==> config.mk <==
export PLATFORM = sky130hd
export DESIGN_NAME = rmc_handler
export DESIGN_NICKNAME = d
export VERILOG_FILES = /design/src/verilog/rmc_pkg.sv /design/src/verilog/rmc_handler.sv
export SDC_FILE = /design/constraint.sdc
export NUM_CORES = 1
export LEC_CHECK = 0
export BUFFER_PORTS_ARGS = -buffer_cell sky130_fd_sc_hd__buf_4
export CAP_MARGIN = 20
export CORE_AREA = 10 10 101 103
export DETAILED_ROUTE_END_ITERATION = 10
export DIE_AREA = 0 0 111 113
export GPL_ROUTABILITY_DRIVEN = 0
export PLACE_DENSITY = 0.58
export REMOVE_ABC_BUFFERS = 1
export SLEW_MARGIN = 30
export SYNTH_ARGS = -nofsm -noshare
export SYNTH_HDL_FRONTEND = slang
export SYNTH_SLANG_ARGS = --single-unit
==> constraint.sdc <==
create_clock -name clk_i -period 2.1 [get_ports clk_i]
set_clock_uncertainty 0.05 [all_clocks]
set_input_delay 0.105 -clock clk_i [delete_from_list [all_inputs] [get_ports clk_i]]
set_output_delay 0.105 -clock clk_i [all_outputs]
set_load 0.02 [all_outputs]
==> src/verilog/rmc_pkg.sv <==
/*
 rmc_pkg: constants shared by the mode command reset handler.
 Assumes a 32-bit classic Wishbone register bus with byte addresses.
*/
package rmc_pkg;
  // mode codes handled here
  localparam logic [4:0] MC_OVR_TF = 5'h07;
  localparam logic [4:0] MC_RST_RT = 5'h08;
  // register byte offsets
  localparam logic [7:0] OFS_CFG = 8'h00;
  localparam logic [7:0] OFS_IEN = 8'h04;
  localparam logic [7:0] OFS_STAT = 8'h08;
  localparam logic [7:0] OFS_PEND = 8'h0C;
  // config register fields
  localparam int CFG_UMC = 0;
  localparam int CFG_W = 8;
  localparam logic [7:0] CFG_RST = 8'h00;
  // interrupt enable fields
  localparam int IEN_CMD = 0;
  localparam int IEN_BC = 1;
  localparam int IEN_ILL = 2;
  localparam int IEN_ME = 3;
  localparam logic [3:0] IEN_RST = 4'h0;
  // status register fields
  localparam int ST_ME = 0;
  localparam int ST_BUSY = 1;
  localparam int ST_BCR = 2;
  localparam int ST_TFI = 3;
  localparam int ST_SDA = 4;
  localparam int ST_SDB = 5;
  localparam logic [5:0] ST_RST = 6'h00;
  // message info word fields
  localparam int MI_BUS = 0;
  localparam int MI_ME = 1;
  localparam int MI_ILL = 2;
  localparam int MI_RT_TO_RT_FLAG = 3;
  localparam int MI_WCT = 4;
  localparam int MI_GAP = 5;
  localparam logic [15:0] MI_CLEAN = 16'h0000;
  localparam logic [15:0] BITW_CLR = 16'h0000;
endpackage

==> src/verilog/rmc_handler.sv <==
/*
 rmc_handler: response logic for the override-flag-inhibit and
 terminal-reset mode commands of a 1553 remote terminal.
 Assumes a decoder on the same clock that gives one msg_stb_i pulse
 per finished mode command with its fields, and an encoder that
 pulses status_sent_i when a status word has gone out.
*/
// The register offsets and the Wishbone interface to the registers were decided locally.
// What this block does
// - mode 01000 with T/R one is reset
// - reset clears ME, sends status unless broadcast, updates descriptor
// - reset info word: bus id, no errors
// - after status, clear ME, busy, BCR
// - reset clears built-in-test word to zero
// - reset cancels transmitter shutdown on both buses
// - reset removes terminal flag inhibit
// - reset leaves host configuration registers unchanged
// - invalid or undefined-invalid commands fully ignored
// - ignored commands never consult illegalization bit
// - in-form T/R zero clears ME, status unless broadcast
// - in-form descriptor: accessed, broadcast, toggle ping-pong
// - in-form info word clean; command, broadcast interrupts
// - illegalized T/R zero sets ME, status unless broadcast
// - illegalized info word flags; three interrupts offered
// - trailing data word: no status, ME set
// - override with data word: ME, word count error
// - reset with data word: ME, gap error
// - valid override clears terminal flag inhibit
`timescale 1ns/10ps
module rmc_handler
(
  input wire logic clk_i,
  input wire logic rst_i,
  input wire logic ce_i,
  input wire logic wb_cyc_i,
  input wire logic wb_stb_i,
  input wire logic wb_we_i,
  input wire logic [7:0] wb_adr_i,
  input wire logic [3:0] wb_sel_i,
  input wire logic [31:0] wb_dat_i,
  output logic [31:0] wb_dat_o,
  output logic wb_ack_o,
  input wire logic msg_stb_i,
  input wire logic msg_word_ok_i,
  input wire logic msg_tr_i,
  input wire logic [4:0] msg_mode_i,
  input wire logic msg_broadcast_flag_i,
  input wire logic msg_bus_i,
  input wire logic msg_illeg_i,
  input wire logic msg_extra_i,
  input wire logic tf_inh_set_i,
  input wire logic status_sent_i,
  output logic stat_tx_o,
  output logic desc_wr_o,
  output logic desc_acc_o,
  output logic desc_broadcast_flag_o,
  output logic desc_pp_o,
  output logic info_wr_o,
  output logic [15:0] info_o,
  output logic bitw_wr_o,
  output logic [15:0] bitw_o,
  output logic msg_err_o,
  output logic busy_o,
  output logic bcr_o,
  output logic tf_inh_o,
  output logic [1:0] tx_shut_o,
  output logic reset_req_o,
  output logic irq_cmd_o,
  output logic irq_bc_o,
  output logic irq_ill_o,
  output logic irq_me_o
);
  typedef enum logic [1:0]
  {
    RMC_IDLE = 2'b01,
    RMC_WAIT = 2'b10
  } rmc_st_t;

  function automatic logic hit(input logic [7:0] ofs);
    hit = wb_adr_i[7:2] == ofs[7:2];
  endfunction

  logic [rmc_pkg::CFG_W-1:0] cfg_q;
  logic [3:0] ien_q;
  logic [5:0] st_q;
  logic [1:0] pp_q;
  logic pend_q;
  rmc_st_t rst_st_q;
  logic wb_req;
  logic wr_en;
  logic is7;
  logic is8;
  logic act;
  logic ign;
  // combinational decision for one message
  logic d_stat;
  logic d_me;
  logic d_bcr;
  logic d_acc;
  logic d_bc;
  logic [15:0] d_info;
  logic d_icmd;
  logic d_ibc;
  logic d_iill;
  logic d_ime;
  logic d_norm;

  assign wb_req = wb_cyc_i && wb_stb_i && !wb_ack_o;
  assign wr_en = wb_req && wb_we_i && wb_sel_i[0] && ce_i;
  assign is7 = msg_mode_i == rmc_pkg::MC_OVR_TF;
  assign is8 = msg_mode_i == rmc_pkg::MC_RST_RT;
  assign act = msg_stb_i && (is7 || is8) && ce_i;
  // option checked before the table bit ever is
  assign ign = !msg_word_ok_i ||
    (!msg_tr_i && cfg_q[rmc_pkg::CFG_UMC]);
  assign d_norm = act && !ign && msg_tr_i && !msg_extra_i;

  always_comb
  begin
    d_stat = 1'b0;
    d_me = 1'b0;
    d_bcr = 1'b0;
    d_acc = 1'b0;
    d_bc = msg_broadcast_flag_i;
    d_info = rmc_pkg::MI_CLEAN;
    d_info[rmc_pkg::MI_BUS] = msg_bus_i;
    d_icmd = 1'b1;
    d_ibc = msg_broadcast_flag_i;
    d_iill = 1'b0;
    d_ime = 1'b0;
    if (msg_extra_i)
    begin
      d_me = 1'b1;
      d_acc = 1'b1;
      d_bc = 1'b0;
      d_ibc = 1'b0;
      d_ime = 1'b1;
      d_info[rmc_pkg::MI_ME] = 1'b1;
      d_info[rmc_pkg::MI_WCT] = is7;
      d_info[rmc_pkg::MI_GAP] = is8;
    end
    else if (msg_tr_i)
    begin
      d_stat = !msg_broadcast_flag_i;
      d_bcr = msg_broadcast_flag_i;
    end
    else if (!msg_illeg_i)
    begin
      d_stat = !msg_broadcast_flag_i;
      d_bcr = msg_broadcast_flag_i;
      d_acc = 1'b1;
    end
    else
    begin
      d_me = 1'b1;
      d_stat = !msg_broadcast_flag_i;
      d_bcr = msg_broadcast_flag_i;
      d_acc = 1'b1;
      d_iill = 1'b1;
      d_info[rmc_pkg::MI_ME] = 1'b1;
      d_info[rmc_pkg::MI_ILL] = 1'b1;
    end
  end

  // bus slave: one wait state, unmapped reads return zero
  always_ff @(posedge clk_i)
  begin
    if (rst_i)
      wb_ack_o <= 1'b0;
    else if (ce_i)
      wb_ack_o <= wb_req;
  end

  always_ff @(posedge clk_i)
  begin
    if (rst_i)
      wb_dat_o <= 32'h0000_0000;
    else if (ce_i && wb_req && !wb_we_i)
    begin
      wb_dat_o <= 32'h0000_0000;
      if (hit(rmc_pkg::OFS_CFG))
        wb_dat_o[rmc_pkg::CFG_W-1:0] <= cfg_q;
      else if (hit(rmc_pkg::OFS_IEN))
        wb_dat_o[3:0] <= ien_q;
      else if (hit(rmc_pkg::OFS_STAT))
        wb_dat_o[5:0] <= st_q;
      else if (hit(rmc_pkg::OFS_PEND))
        wb_dat_o[0] <= pend_q;
    end
  end

  // only software writes configuration; commands never do
  always_ff @(posedge clk_i)
  begin
    if (rst_i)
      cfg_q <= rmc_pkg::CFG_RST;
    else if (wr_en && hit(rmc_pkg::OFS_CFG))
      cfg_q <= wb_dat_i[rmc_pkg::CFG_W-1:0];
  end

  always_ff @(posedge clk_i)
  begin
    if (rst_i)
      ien_q <= rmc_pkg::IEN_RST;
    else if (wr_en && hit(rmc_pkg::OFS_IEN))
      ien_q <= wb_dat_i[3:0];
  end

  // status: software writes first, message handling overrides
  always_ff @(posedge clk_i)
  begin
    if (rst_i)
      st_q <= rmc_pkg::ST_RST;
    else if (ce_i)
    begin
      if (wr_en && hit(rmc_pkg::OFS_STAT))
      begin
        st_q[rmc_pkg::ST_BUSY] <= wb_dat_i[rmc_pkg::ST_BUSY];
        st_q[rmc_pkg::ST_SDA] <= wb_dat_i[rmc_pkg::ST_SDA];
        st_q[rmc_pkg::ST_SDB] <= wb_dat_i[rmc_pkg::ST_SDB];
      end
      if (tf_inh_set_i)
        st_q[rmc_pkg::ST_TFI] <= 1'b1;
      if (rst_st_q == RMC_WAIT && status_sent_i)
      begin
        st_q[rmc_pkg::ST_ME] <= 1'b0;
        st_q[rmc_pkg::ST_BUSY] <= 1'b0;
        st_q[rmc_pkg::ST_BCR] <= 1'b0;
      end
      if (act && !ign)
      begin
        st_q[rmc_pkg::ST_ME] <= d_me;
        if (d_bcr)
          st_q[rmc_pkg::ST_BCR] <= 1'b1;
        if (d_norm)
          st_q[rmc_pkg::ST_TFI] <= 1'b0;
        if (d_norm && is8)
        begin
          st_q[rmc_pkg::ST_SDA] <= 1'b0;
          st_q[rmc_pkg::ST_SDB] <= 1'b0;
          // broadcast has no status word: clear what we can now
          if (msg_broadcast_flag_i)
            st_q[rmc_pkg::ST_BUSY] <= 1'b0;
        end
      end
    end
  end

  // waits for the status word of a terminal reset
  always_ff @(posedge clk_i)
  begin
    if (rst_i)
      rst_st_q <= RMC_IDLE;
    else if (ce_i)
    begin
      unique case (rst_st_q)
        RMC_IDLE:
        begin
          if (d_norm && is8 && !msg_broadcast_flag_i)
            rst_st_q <= RMC_WAIT;
        end
        RMC_WAIT:
        begin
          if (status_sent_i)
            rst_st_q <= RMC_IDLE;
        end
        default:
          rst_st_q <= RMC_IDLE;
      endcase
    end
  end

  // host must finish the reset; set wins over a clearing write
  always_ff @(posedge clk_i)
  begin
    if (rst_i)
      pend_q <= 1'b0;
    else if (ce_i)
    begin
      if (d_norm && is8)
        pend_q <= 1'b1;
      else if (wr_en && hit(rmc_pkg::OFS_PEND) && wb_dat_i[0])
        pend_q <= 1'b0;
    end
  end

  // ping-pong state per command
  always_ff @(posedge clk_i)
  begin
    if (rst_i)
      pp_q <= 2'b00;
    else if (act && !ign)
    begin
      if (is7)
        pp_q[0] <= !pp_q[0];
      else
        pp_q[1] <= !pp_q[1];
    end
  end

  // one-cycle pulses and their data
  always_ff @(posedge clk_i)
  begin
    if (rst_i)
    begin
      stat_tx_o <= 1'b0;
      desc_wr_o <= 1'b0;
      info_wr_o <= 1'b0;
      bitw_wr_o <= 1'b0;
      desc_acc_o <= 1'b0;
      desc_broadcast_flag_o <= 1'b0;
      desc_pp_o <= 1'b0;
      info_o <= rmc_pkg::MI_CLEAN;
    end
    else if (ce_i)
    begin
      stat_tx_o <= act && !ign && d_stat;
      desc_wr_o <= act && !ign;
      info_wr_o <= act && !ign;
      bitw_wr_o <= d_norm && is8;
      if (act && !ign)
      begin
        desc_acc_o <= d_acc;
        desc_broadcast_flag_o <= d_bc;
        desc_pp_o <= is7 ? !pp_q[0] : !pp_q[1];
        info_o <= d_info;
      end
    end
  end

  assign bitw_o = rmc_pkg::BITW_CLR;

  // interrupt offers, gated by the host's enables
  always_ff @(posedge clk_i)
  begin
    if (rst_i)
    begin
      irq_cmd_o <= 1'b0;
      irq_bc_o <= 1'b0;
      irq_ill_o <= 1'b0;
      irq_me_o <= 1'b0;
    end
    else if (ce_i)
    begin
      irq_cmd_o <= act && !ign && d_icmd && ien_q[rmc_pkg::IEN_CMD];
      irq_bc_o <= act && !ign && d_ibc && ien_q[rmc_pkg::IEN_BC];
      irq_ill_o <= act && !ign && d_iill && ien_q[rmc_pkg::IEN_ILL];
      irq_me_o <= act && !ign && d_ime && ien_q[rmc_pkg::IEN_ME];
    end
  end

  assign msg_err_o = st_q[rmc_pkg::ST_ME];
  assign busy_o = st_q[rmc_pkg::ST_BUSY];
  assign bcr_o = st_q[rmc_pkg::ST_BCR];
  assign tf_inh_o = st_q[rmc_pkg::ST_TFI];
  assign tx_shut_o = {st_q[rmc_pkg::ST_SDB], st_q[rmc_pkg::ST_SDA]};
  assign reset_req_o = pend_q;
endmodule

==> results.yml, run 1 <==
run_status:
  run_status: "complete, no violations"
cells_and_area:
  areaGrowthSynthToFinish_pct: 24.65
  num-nets-final: 408
  finalCoreUtilization: 0.3664
  drive_above_1_share: 0.2812
  antennaDiodeCount: 0
place:
  dp_hpwl_um: 5481
  place.port_buffers: 66
timing:
  grt_setup_unrepaired: "false"
  final-hold-violation-count: 0
  worst_slew_margin_rel: 0.6581
  final_max_slew_viol_count: 0
  final.period_utilization: 0.8955
  sum_of_negative_setup_slack_ns: 0
  tightestPinTransition_ns: 0.5128
  setup_viol: 0
  max_freq_mhz: 531.7
  fin_crit_ns: 1.881
synthesis:
  yosys_register_bits: 47
  syn-cell-area_mm2: 0.002391
  synthesis.yosys.warnings: 0
  seq_area_frac_synth: 0.3935
  netlist-cell-type-count: 45
  syn-mean-instance-area_um2: 8.955
  synthesis.instances: 267
floorplan:
  initial_util: 0.2940
  fp.dieArea_mm2: 0.01254
  core_mm2: 0.008134
  io_pins: 147
  num_rows: 33
  die_h_um: 113
  die_width_um: 111
cts:
  post-cts-setup-buffers: 0
  clk_root_buffer_cell: "sky130_fd_sc_hd__clkbuf_8"
  clock_tree.buffer_depth: 2
  cts_inserted_buffers: 5
  cts.sinks: 47
  cts_tree: "built"
  clk_transition_reported_paths_ns: 0.09
  htree_num_levels: 2
  clk_latency_ns: 0.30
detailed_routing:
  avgRoutedWirePerCell_um: 15.17
  drtAntennaViolNets: 0
  drt_drc_violations_left: 0
  drt_first_pass_iters: 4
  routed_via_density: 4.471
  routed_wirelength_um: 6825
  drt_iter0_drc: 96
  routed-via-count: 2012
flow_run:
  max_cap_viol_count: 0
grt:
  number_of_global_route_vias_before_repair: 2110
  antenna_found_initial: 0
  grt_max_degree: 50
  global_route.overflow_total: 0
  grt_pass1_wl_um: 11040
  tot_gr_track_use: 0.1043
setup_path:
  critical_path_arrival_ns: 2.06
  required_ns: 2.28
  critPathMaxStageDelay_ns: 0.53
  crit_start_category: "input pin"
  critical_path.n_buffers_inverters: 2
  worstSetupPathType: "in -> reg"
  cp_cell_sequence: "dlygate4sd3_1 -> buf_4 -> nor2b_1 -> nor3_1 -> or3b_2 -> a31oi_1"
  setup.worst_path.end_class: "register"
  timing.critical_path.max_delay_family: "simple AND/OR/NAND/NOR gates"
  critical_path.max_fanout: 6
  crit_path_top_delay_cell: "sky130_fd_sc_hd__dlygate4sd3_1"
pwr:
  switching_share: 0.2839
  internal_power_w: 0.001204
  seq_power_share: 0.537
  p_leak_nw: 1.207
  total_switching_power_w: 0.0004774
  pwr-share-clk: 0.323
  power_density_over_the_cells_mw_per_mm2: 564.1
  part_of_the_total_power_dissipated_in_combinational_logic: 0.140
  ir_worst_vdd_uv: 223.3
min_path:
  hold_class: "in -> reg"
==> worst paths after layout <==
path | start | depth (start not counted) | to | slack (ns)
worst max-delay path | msg_tr_i | 6 | desc_pp_o | 0.22
worst min-delay path | wb_dat_i[4] | 3 | cfg_q[4] | 0.008
worst max register to register | cfg_q[0] | 4 | desc_pp_o | 0.28
worst min register to register | info_o[0] | 2 | info_o[0] | 0.42
==> cell usage in the layout (no fill, tap or decap), types with 7 or more instances in the layout <==
cell type	count
sky130_fd_sc_hd__conb_1	51
sky130_fd_sc_hd__nand2_1	15
sky130_fd_sc_hd__nand2b_1	7
sky130_fd_sc_hd__o21ai_0	8
sky130_fd_sc_hd__mux2i_1	11
sky130_fd_sc_hd__a21oi_1	25
sky130_fd_sc_hd__a211oi_1	8
sky130_fd_sc_hd__buf_4	77
sky130_fd_sc_hd__nor2_1	25
sky130_fd_sc_hd__nand3_1	8
sky130_fd_sc_hd__dfxtp_1	47
==> cell type report <==
type                       instances  area (µm²)
clock buffer                       6       72.57
clock inverter                     2       12.51
fill                             843        5154
inverter                           5       18.77
multi-input combinational        204        1186
sequential                        47       940.9
tap                              105       131.4
timing repair buffer              81       618.1
==> worst register-to-register path, cell delays in order, from the launching register on <==
cell	delay (ns)
sky130_fd_sc_hd__dfxtp_1	0.39
sky130_fd_sc_hd__nor2b_1	0.46
sky130_fd_sc_hd__nor3_1	0.20
sky130_fd_sc_hd__or3b_2	0.50
sky130_fd_sc_hd__a31oi_1	0.17
==> power groups by stage <==
stage	registers, W	clock network (W)	logic, W
2_1_floorplan	0.000931	0	0.000115
3_3_place_gp	0.000923	0	0.000222
3_5_place_dp	0.000923	0	0.000225
4_1_cts	0.000902	0.000554	0.000231
5_1_grt	0.000904	0.000593	0.000255
6_report	0.000902	0.000543	0.000236
==> cell families (layout without fill, tap and decap cells) <==
| logic type | count (synthesis) | count (layout) | synth area share |
|---|---|---|---|
| AO/OA/AOI/OAI | 60 | 60 | 0.1711 |
| buffers and inverters | 66 | 94 | 0.1889 |
| flip-flops | 47 | 47 | 0.3935 |
| multiplexers | 11 | 11 | 0.04605 |
| other | 1 | 51 | 0.001568 |
| AND/OR/NAND/NOR | 82 | 82 | 0.1989 |
==> synth_stat cells, drive strengths merged <==
cell type   n  area, µm²
nand2      15      56.30
a32oi       2      17.52
o41ai       1      8.760
clkbuf      6      22.52
o22a        1      8.760
buf        55      410.4
o21ai       8      40.04
or4         1      11.26
nand4b      3      26.28
a211oi      9      72.57
nand3       8      40.04
a21oi      25      125.1
and3b       1      8.760
mux2i      11      110.1
inv         4      15.01
nand2b      7      43.79
conb        1      3.750
or4b        1      10.01
dfxtp      47      940.9
and4b       1      10.01
or2         3      18.77
a31oi       1      6.260
a22oi       5      37.54
a211o       2      17.52
nor2       25      93.84
nor3b       1      7.510
nor4b       2      32.53
clkinv      1      3.750
a2bb2oi     1      8.760
a2111oi     2      36.29
a222oi      3      30.03
or3         1      6.260
nor2b       2      12.51
nor3        5      30.03
or3b        3      26.28
nand3b      1      7.510
nor4        2      33.78
==> per-layer routing <==
| metal | global-route usage | part of all wire |
|---|---|---|
| met1 | 0.1223 | 0.44 |
| met2 | 0.1686 | 0.45 |
| met5 | 0 | 0 |
| met3 | 0.04860 | 0.10 |
| met4 | 0.02604 | 0.0085 |
==> flip-flops by register name, indices dropped and copies added, names as in the netlist, 2 cells and up <==
register,cells
cfg_q,8
wb_dat_o,8
st_q,6
info_o,5
ien_q,4
pp_q,2
rst_st_q,2
==> per-stage QoR <==
stage / cell area (µm²) / std cells / power [W] / setup slack (ns) / hold WS, ns
final: 2980 / 450 / 0.001681 / 0.2194 / 0.007922
after global routing: 2980 / 450 / 0.001751 / 0.1123 / 0.01690
after CTS: 2980 / 450 / 0.001687 / 0.2344 / 0.002625
after detailed placement: 2855 / 438 / 0.001148 / 0.1953 / 0.2854
after global placement: 2855 / 438 / 0.001145 / 0.1825 / 0.2798
after floorplan: 2146 / 256 / 0.001045 / 0.3357 / 0.1241
==> what timing repair did <==
| item | 4_1_cts | 5_1_grt |
|---|---|---|
| endpoints found under the hold margin | 5 | 0 |
| endpoints found under the setup margin | 0 | 0 |
| hold buffers | 4 | 0 |
| resized for setup | 0 | 0 |
Power figures use the tool's default switching activity.
==> run 2: changes to the inputs <==
- CTS_BUF_LIST: default -> sky130_fd_sc_hd__clkbuf_8
- PLACE_DENSITY: 0.58 -> default
- PLACE_DENSITY_LB_ADDON: default -> 0.08
==> run 2 against run 1 <==
- sequential share of layout area fell by 0.60 points
- worst setup slack gained 0.12 ns
- critical path depth is the same
- global-route usage increased by 0.17 points
- die area is the same
- combinational power about the same
- critical path type is now reg -> reg
- critical endpoint is now cfg_q[4]
- largest cell class unchanged
- highest routed layer unchanged
==> results.yml, run 2 (synthesized netlist as in run 1, its figures left out) <==
run_status:
  run_status: "complete, no violations"
floorplan:
  core_mm2: 0.008134
  fp.dieArea_mm2: 0.01254
  initial_util: 0.2940
  die_h_um: 113
  die_width_um: 111
  io_pins: 147
  num_rows: 33
cells_and_area:
  number_of_cells_in_the_finished_layout_apart_from_fillers: 456
  reg.largest.list: "cfg_q x8, wb_dat_o x8, st_q x6"
  drive_above_1_share: 0.2934
  layout_common_cells: "83 x sky130_fd_sc_hd__buf_4, 51 x sky130_fd_sc_hd__conb_1, 47 x sky130_fd_sc_hd__dfxtp_1"
  layout_commonest_cell: "sky130_fd_sc_hd__buf_4"
  num-nets-final: 415
  finish.instance_area_mm2: 0.003038
  finalCoreUtilization: 0.3735
  antennaDiodeCount: 0
  areaGrowthSynthToFinish_pct: 27.05
cts:
  cts_tree: "built"
  htree_num_levels: 2
  clk_latency_ns: 0.29
  cts.sinks: 47
  clk_root_buffer_cell: "sky130_fd_sc_hd__clkbuf_8"
  clock_tree.buffer_depth: 2
  cts_inserted_buffers: 5
  clk_transition_reported_paths_ns: 0.09
timing:
  grt_setup_unrepaired: "false"
  fin_crit_ns: 1.764
  timing.hold.ws_ns: 0.009841
  tightestPinTransition_ns: 0.5320
  final-hold-violation-count: 0
  final_max_slew_viol_count: 0
  worst_slew_margin_rel: 0.6453
  setup_viol: 0
  final.period_utilization: 0.8402
  sum_of_negative_setup_slack_ns: 0
  max_freq_mhz: 566.8
min_path:
  hold_class: "in -> reg"
setup_path:
  setup.worst_path.end_class: "register"
  required_ns: 2.22
  critical_path_arrival_ns: 1.89
  critical_path.max_fanout: 4
  worstSetupPathType: "reg -> reg"
  crit_start_category: "register"
place:
  post-place-cells: 444
  dp_hpwl_um: 5419
  place.port_buffers: 66
  detailed_place.area_mm2: 0.002900
grt:
  grt_pass1_wl_um: 11030
  number_of_global_route_vias_before_repair: 2032
  global_route.overflow_total: 0
  grt_max_degree: 50
  antenna_found_initial: 0
  tot_gr_track_use: 0.1060
detailed_routing:
  routed_wirelength_um: 7015
  routed_via_density: 4.434
  drtAntennaViolNets: 0
  drt_iter0_drc: 96
  drt_first_pass_iters: 6
  drt_drc_violations_left: 0
  avgRoutedWirePerCell_um: 15.38
  routed-via-count: 2022
pwr:
  power_density_over_the_cells_mw_per_mm2: 561.1
  ir_worst_vdd_uv: 257.2
  p_leak_nw: 1.249
flow_run:
  max_cap_viol_count: 0
## run 2: cell types whose count changed in the layout (fill, tap and decap cells not counted), sizes merged
cell,previous run,this run
buf,77,83
clkinvlp,1,0
dlygate4sd3,4,5
## run 2: critical path: stages (launching register included)
cell	delay (ns)
sky130_fd_sc_hd__dfxtp_1	0.33
sky130_fd_sc_hd__nand4b_1	0.33
sky130_fd_sc_hd__buf_4	0.26
sky130_fd_sc_hd__nor4_4	0.23
sky130_fd_sc_hd__buf_4	0.20
sky130_fd_sc_hd__mux2i_1	0.20
sky130_fd_sc_hd__nor2_1	0.05
## run 2: per-stage QoR
stage          total power, W  setup WS (ns)
3_5_place_dp         0.001151         0.1412
4_1_cts              0.001718         0.3319
2_1_floorplan        0.001045         0.3357
5_1_grt              0.001781         0.2245
6_report             0.001705         0.3356
3_3_place_gp         0.001150         0.1552
## run 2: power breakdown
| group | switching (W) | internal (W) | leakage, nW | total [W] |
|---|---|---|---|---|
| sequential | 0.00000477 | 0.000897 | 0.379 | 0.000902 |
| clock | 0.000304 | 0.000259 | 0.0470 | 0.000563 |
| combinational | 0.000163 | 0.0000755 | 0.822 | 0.000239 |
## run 2: final timing paths
| check | from | to | slack (ns) | depth (start not counted) |
|---|---|---|---|---|
| worst max-delay path | wb_ack_o | cfg_q[4] | 0.34 | 6 |
| worst min-delay path | wb_dat_i[2] | cfg_q[2] | 0.01 | 3 |
| worst max register to register | wb_ack_o | cfg_q[4] | 0.34 | 6 |
| worst min register to register | info_o[2] | info_o[2] | 0.41 | 2 |
## run 2: timing repair
item | CTS | global route
gates resized for setup | 0 | 0
hold buffers | 5 | 0
hold endpoints to repair | 6 | 0
setup buffers | 0 | 0
## run 2: area by class of cell
| type | instances | area, µm² |
|---|---|---|
| Clock inverter | 1 | 5.005 |
| Clock buffer | 6 | 82.58 |
| Sequential cell | 47 | 940.9 |
| Tap cell | 105 | 131.4 |
| Multi-Input combinational cell | 204 | 1186 |
| Inverter | 5 | 18.77 |
| Fill cell | 855 | 5096 |
| Timing Repair Buffer | 88 | 673.1 |
## run 2: per-layer routing
layer | routed length, µm | vias up | GRT usage | share of wire
met5 | 0 | - | 0 | 0
li1 | - | 1008 | - | -
met3 | 753 | 6 | 0.04966 | 0.11
met2 | 2910 | 91 | 0.1561 | 0.41
met4 | 65 | 0 | 0.02344 | 0.0093
met1 | 3285 | 917 | 0.1374 | 0.47
